File: src/rtl/sigs_regs.svh
`ifndef SIGS_REGS_SVH
`define SIGS_REGS_SVH

`define SIGS_ADDR_W 4
`define SIGS_OFS_GROUP0 4'h0
`define SIGS_OFS_GROUP1 4'h4
`define SIGS_OFS_MASK 4'h8
`define SIGS_OFS_PEND 4'hC
`define SIGS_RESV_LSB 0
`define SIGS_RESV_MSB 7
`define SIGS_RESV_W 8
`define SIGS_RST_GROUP 32'h00000000
`define SIGS_RST_EVMASK 2'h0
`define SIGS_EV_GROUP0 0
`define SIGS_EV_GROUP1 1

`endif

File: src/rtl/sigs_pkg.sv
package sigs_pkg;
  typedef logic [31:0] sigs_word_t;
  typedef logic [7:0] sigs_unit_t;
  typedef logic [1:0] sigs_ev_t;
endpackage

File: src/rtl/sigs_group_status.sv
// Summary of operation
// Bit is 1 when channel interrupt raised
// Only enabled channel interrupts can set bits
// Group0 bit31 unit0 ch0 down to unit3 ch7
// Group1 bit31 unit4 ch0 down to unit6 ch7
// Group1 bits 7..0 always read zero
// Software writes zero to group1 low byte
// Read-only, reset zero, follows submodule flags
`timescale 1ns/100ps
`include "sigs_regs.svh"
module sigs_group_status
  import sigs_pkg::*;
#(
  parameter int UNITS0 = 4,
  parameter int UNITS1 = 3,
  parameter int CHANS = 8
) (
  // Clock and reset
  input wire logic CLK,
  input wire logic SRST,
  // Per-channel raw flags and enables, channel c of the group's u-th unit (from 0) at index u*8+c
  input wire logic [UNITS0*CHANS-1:0] SEQ_LO_IRQ_FLAG,
  input wire logic [UNITS0*CHANS-1:0] SEQ_LO_IRQ_EN,
  input wire logic [UNITS1*CHANS-1:0] SEQ_HI_IRQ_FLAG,
  input wire logic [UNITS1*CHANS-1:0] SEQ_HI_IRQ_EN,
  // Register port
  input wire logic [`SIGS_ADDR_W-1:0] ADDR,
  input wire logic [31:0] WDATA,
  input wire logic WR,
  input wire logic RD,
  output logic [31:0] RDATA,
  // Interrupt
  output logic IRQ
);
  // Flag vector widths of the two groups
  localparam int LO_W = UNITS0*CHANS;
  localparam int HI_W = UNITS1*CHANS;

  // Gated, reordered flags; each unit owns one byte, the group's first unit (0 or 4) on top
  logic [LO_W-1:0] lanes0;
  logic [HI_W-1:0] lanes1;

  // Images that software reads
  sigs_word_t group0;
  sigs_word_t group1;

  // Images one cycle back, for the nonzero-edge events
  sigs_word_t group0_q;
  sigs_word_t group1_q;

  // Event status, its mask and their next values
  sigs_ev_t pend;
  sigs_ev_t evmask;
  sigs_ev_t set_pend;
  sigs_ev_t clr_pend;
  sigs_ev_t next_pend;
  sigs_ev_t next_evmask;

  // Next values of the registered outputs
  sigs_word_t next_rdata;
  logic next_irq;

  genvar g;
  generate
    // Units 0 to 3 fill group 0 from the top byte down
    for (g = 0; g < UNITS0; g++) begin : gen_lo
      wire [CHANS-1:0] raw = SEQ_LO_IRQ_FLAG[g*CHANS +: CHANS];
      wire [CHANS-1:0] en = SEQ_LO_IRQ_EN[g*CHANS +: CHANS];
      sigs_unit_lane #(.CHANS(CHANS)) u_lane (
        .CLK(CLK),
        .SRST(SRST),
        .raw(raw),
        .en(en),
        .lane(lanes0[(UNITS0-1-g)*CHANS +: CHANS])
      );
    end

    // Units 4 to 6 fill group 1 above the reserved byte
    for (g = 0; g < UNITS1; g++) begin : gen_hi
      wire [CHANS-1:0] raw = SEQ_HI_IRQ_FLAG[g*CHANS +: CHANS];
      wire [CHANS-1:0] en = SEQ_HI_IRQ_EN[g*CHANS +: CHANS];
      sigs_unit_lane #(.CHANS(CHANS)) u_lane (
        .CLK(CLK),
        .SRST(SRST),
        .raw(raw),
        .en(en),
        .lane(lanes1[(UNITS1-1-g)*CHANS +: CHANS])
      );
    end
  endgenerate

  assign group0 = lanes0;

  // Low byte is tied off, not stored, so it can never read back nonzero
  assign group1 = {lanes1, `SIGS_RESV_W'h00};

  // Group bits follow the gated flags rather than hold them: a bit
  // clears one cycle after its unit drops the flag or the enable, since
  // clearing belongs to the unit and a second sticky copy here could
  // disagree with it


  // A group is busy while any of its channels reports
  wire any0 = |group0;
  wire any1 = |group1;
  wire any0_q = |group0_q;
  wire any1_q = |group1_q;

  // Events: a group turning nonzero since the last cycle
  wire rise0 = any0 & ~any0_q;
  wire rise1 = any1 & ~any1_q;
  assign set_pend = {rise1, rise0};

  // Address decode
  wire sel_g0 = (ADDR == `SIGS_OFS_GROUP0);
  wire sel_g1 = (ADDR == `SIGS_OFS_GROUP1);
  wire sel_mask = (ADDR == `SIGS_OFS_MASK);
  wire sel_pend = (ADDR == `SIGS_OFS_PEND);

  // Group registers ignore writes; only mask and pending are writable
  wire wr_mask = WR & sel_mask;
  wire wr_pend = WR & sel_pend;
  wire [1:0] wdata_ev = WDATA[1:0];
  assign clr_pend = wr_pend ? wdata_ev : 2'h0;

  // Set beats clear when both land in one cycle, so an event that
  // arrives while software clears an older one is never lost
  assign next_pend = (pend & ~clr_pend) | set_pend;
  assign next_evmask = wr_mask ? wdata_ev : evmask;

  // Read select as an AND-OR of one-hot selects; unmapped offsets read 0
  wire [31:0] mask_word = {30'h0, evmask};
  wire [31:0] pend_word = {30'h0, pend};
  wire [31:0] rd_g0 = sel_g0 ? group0 : 32'h00000000;
  wire [31:0] rd_g1 = sel_g1 ? group1 : 32'h00000000;
  wire [31:0] rd_mask = sel_mask ? mask_word : 32'h00000000;
  wire [31:0] rd_pend = sel_pend ? pend_word : 32'h00000000;
  wire [31:0] rd_mux = rd_g0 | rd_g1 | rd_mask | rd_pend;

  // Data stand only in the cycle after a read strobe
  assign next_rdata = RD ? rd_mux : 32'h00000000;

  // Built from the values being loaded, so the output never lags the
  // pending and mask bits that software reads back
  assign next_irq = |(next_pend & next_evmask);

  always_ff @(posedge CLK) begin
    if (SRST) begin
      group0_q <= `SIGS_RST_GROUP;
    end else begin
      group0_q <= group0;
    end
  end

  always_ff @(posedge CLK) begin
    if (SRST) begin
      group1_q <= `SIGS_RST_GROUP;
    end else begin
      group1_q <= group1;
    end
  end

  always_ff @(posedge CLK) begin
    if (SRST) begin
      pend <= `SIGS_RST_EVMASK;
    end else begin
      pend <= next_pend;
    end
  end

  always_ff @(posedge CLK) begin
    if (SRST) begin
      evmask <= `SIGS_RST_EVMASK;
    end else begin
      evmask <= next_evmask;
    end
  end

  always_ff @(posedge CLK) begin
    if (SRST) begin
      RDATA <= 32'h00000000;
    end else begin
      RDATA <= next_rdata;
    end
  end

  always_ff @(posedge CLK) begin
    if (SRST) begin
      IRQ <= 1'h0;
    end else begin
      IRQ <= next_irq;
    end
  end
endmodule

File: src/rtl/sigs_unit_lane.sv
`timescale 1ns/100ps
`include "sigs_regs.svh"
// One sequencer unit: eight raw flags gated by their enables, bit-reversed
// so channel 0 lands in the most significant position of the byte.
module sigs_unit_lane
  import sigs_pkg::*;
#(
  parameter int CHANS = 8
) (
  input wire logic CLK,
  input wire logic SRST,
  input wire logic [CHANS-1:0] raw,
  input wire logic [CHANS-1:0] en,
  output logic [CHANS-1:0] lane
);
  logic [CHANS-1:0] next_lane;

  always_comb begin
    for (int i = 0; i < CHANS; i++) begin
      next_lane[CHANS-1-i] = raw[i] & en[i];
    end
  end

  always_ff @(posedge CLK) begin
    if (SRST) begin
      lane <= '0;
    end else begin
      lane <= next_lane;
    end
  end
endmodule

File: config.mk
export PLATFORM = sky130hd
export DESIGN_NAME = sigs_group_status
export DESIGN_NICKNAME = d
export VERILOG_FILES = /design/src/rtl/sigs_pkg.sv /design/src/rtl/sigs_group_status.sv /design/src/rtl/sigs_unit_lane.sv
export VERILOG_INCLUDE_DIRS = /design/src /design/src/rtl
export SDC_FILE = /design/constraint.sdc
export NUM_CORES = 1
export LEC_CHECK = 0
export ABC_AREA = 0
export BUFFER_PORTS_ARGS = -buffer_cell sky130_fd_sc_hd__buf_4
export CAP_MARGIN = 40
export CORE_ASPECT_RATIO = 0.75
export CORE_UTILIZATION = 45
export CTS_CLUSTER_DIAMETER = 120
export DETAILED_ROUTE_END_ITERATION = 7
export HOLD_SLACK_MARGIN = 0.02
export PLACE_DENSITY = 0.75
export REMOVE_ABC_BUFFERS = 1
export SLEW_MARGIN = 20
export SYNTH_ARGS = -nofsm -noshare
export SYNTH_HDL_FRONTEND = slang
export SYNTH_SLANG_ARGS = --single-unit
File: constraint.sdc
create_clock -name CLK -period 2.1 [get_ports CLK]
set_input_delay 0.315 -clock CLK [delete_from_list [all_inputs] [get_ports CLK]]
set_output_delay 0.315 -clock CLK [all_outputs]
set_load 0.02 [all_outputs]
==> results.sh <==
export IMPL_status="completed"
export IMPL_synth_warnings=0
export IMPL_cts_resized=0
export IMPL_cp_max_fo=2
export IMPL_ys_seq_elements=149
export IMPL_fin_skew_ns=0.00764
export IMPL_hold_path_class="primary input to flop"
export IMPL_syn_area_per_cell_um2=10.6
export IMPL_die_w_um=118
export IMPL_pin_count=185
export IMPL_first_iter_violations=218
export IMPL_die_area_um2=10500
export IMPL_setup_viol=0
export IMPL_finalHoldViolCount=0
export IMPL_slew_headroom_pct=62.6
export IMPL_cts_htree_levels=4
export IMPL_clock_root_buffer="clkbuf_16"
export IMPL_grt_pass1_vias=3272
export IMPL_rsz0062_at_grt="false"
export IMPL_hold_buffers=0
export IMPL_setup_slack_ns=0.500
export IMPL_grt_usage_pct=20.4
export IMPL_rows=31
export IMPL_cts_tree="built"
export IMPL_final_cell_mix="buf_4, dfxtp_1, nor2_1"
export IMPL_grt_max_degree=86
export IMPL_worst_setup_path_type="flop to flop"
export IMPL_dpl_cell_count=701
export IMPL_via_per_inst=4.66
export IMPL_place_hpwl_mm=7.05
export IMPL_routed_wl_mm=10.0
export IMPL_p_leak_nw=2.92
export IMPL_final_nets=741
export IMPL_total_power_mw=6.57
export IMPL_firstDrtPassIters=4
export IMPL_arrival_ns=1.94
export IMPL_cts_clk_slew_worst_paths_ns=0.06
export IMPL_antenna_found_initial=0
export IMPL_globalRouteOverflowTotal=0
export IMPL_finalCritPeriodShare_pct=76.2
export IMPL_numPortBuffers=154
export IMPL_cp_end_kind="flop"
export IMPL_multiInputGateArea_um2=1450
export IMPL_worst_ir_drop_vdd_v=0.000698
export IMPL_drv_slew=0
export IMPL_powerDensity_nw_per_um2=1020
export IMPL_clock_latency_ns=0.41
export IMPL_fillers=779
export IMPL_num_vias=3424
export IMPL_timing_fmax_mhz=625
export IMPL_worst_setup_path_start_kind="flop"
export IMPL_chipHeight_um=88.9
export IMPL_synthCells=429
export IMPL_area_growth_pct=42.8
export IMPL_layout_commonest_cell="buf_4"
export IMPL_diodes=0
export IMPL_cts_buffers=17
export IMPL_synth_area_um2=4530
export IMPL_grt_pass1_wl_mm=15.8
export IMPL_max_slew_worst_pin_slew_ns=0.556
export IMPL_postCtsSetupBuffers=0
export IMPL_synth_cell_type_count=23
export IMPL_wl_per_cell_um=13.7
export IMPL_layout_min_cycle_time_ns=1.60
export IMPL_clock_sinks=149
export IMPL_drive_above_1_share_pct=32.9
export IMPL_ant_nets=0
export IMPL_core_um2=9740
export IMPL_clockBufferDepth=2
export IMPL_yosysSeqAreaShare_pct=65.8
export IMPL_required_ns=2.44
export IMPL_drc=0
export IMPL_place_worst_setup_slack_ns=0.557
export IMPL_tns_ns=0
export IMPL_regArea_um2=2980
export IMPL_final_cells=734
export IMPL_start_util_pct=46.5
export IMPL_max_cap_violations=0
export IMPL_gp_congestion=0.814
## cells by family after synthesis
kind of cell / Yosys count / share of synthesized area (%)
DFF: 149 / 65.8
muxes: 4 / 0.939
AOI/OAI and AO/OA: 31 / 5.71
buffers and inverters: 20 / 2.32
and+or+nand+nor: 225 / 25.2
## sequential cells by signal, summed over array words and instances (netlist names)
register,cells
group1_q,24
IRQ,1
pend,2
RDATA,32
gen_hi.u_lane.lane,24
gen_lo.u_lane.lane,32
evmask,2
group0_q,32
## synth_stat cells (all sizes together)
cell type  number  area [um2]
nor3b           1        18.8
nor2b          58         363
and4b           1        13.8
buf             7        56.3
dfxtp         149        2980
o31ai           2        15.0
mux2            2        22.5
inv             2        7.51
nor3            1        10.0
mux2i           2        20.0
nand4           7        43.8
and2            6        37.5
a22o           25         219
a22oi           2        15.0
nor4           28         175
nor2           64         243
nand2          58         218
nand3b          1        20.0
o21ai           2        10.0
clkbuf         11        41.3
## worst paths after layout
| kind | startpoint | to | slack (ns) | depth (start not counted) |
|---|---|---|---|---|
| setup / recovery | group0_q[27]$_SDFF_PP0_ | IRQ$_SDFF_PP0_ | 0.50 | 4 |
| setup reg to reg | group0_q[27]$_SDFF_PP0_ | IRQ$_SDFF_PP0_ | 0.50 | 4 |
| hold / removal | SEQ_HI_IRQ_EN[5] | gen_hi[0].u_lane.lane[2]$_SDFF_PP0_ | 0.12 | 3 |
| hold reg to reg | gen_lo[3].u_lane.lane[7]$_SDFF_PP0_ | group0_q[7]$_SDFF_PP0_ | 0.48 | 1 |
## layer usage
metal | up-vias | routed length (um) | global-route usage [%]
met4 | 0 | 40 | 6.64
met1 | 1533 | 4640 | 26.2
li1 | 1748 | - | -
met3 | 2 | 809 | 8.48
met2 | 141 | 4540 | 31.6
met5 | - | 0 | 0
## through the flow
stage | instance area (um2) | utilization [%] | hold WS [ns]
floorplan | 4430 | - | 0.387
global placement | 5790 | 59.5 | 0.467
detailed placement | 5790 | 59.5 | 0.474
CTS | 6440 | 66.2 | 0.108
global route | 6470 | 66.5 | 0.112
finish | 6470 | 66.5 | 0.119
## where the power goes
part | internal (mW) | switching (mW)
clock network | 2.12 | 1.11
logic | 0.230 | 0.154
registers | 2.91 | 0.0492
total | 5.26 | 1.31
## layout make-up
class / count / share of cell area (%)
multi-input combinational: 260 / 22.4
inverter: 2 / 0.116
timing repair buffer: 159 / 18.8
clock inverter: 11 / 2.63
sequential: 149 / 46.1
clock buffer: 21 / 7.43
tap: 132 / 2.55
## critical path, stage by stage, from the launching register on
cell     delay (ns)
dfxtp_1        0.30
nor4_1         0.52
nand4_1        0.20
o31ai_1        0.32
a22o_1         0.20
(Power assumes the default switching activity.)
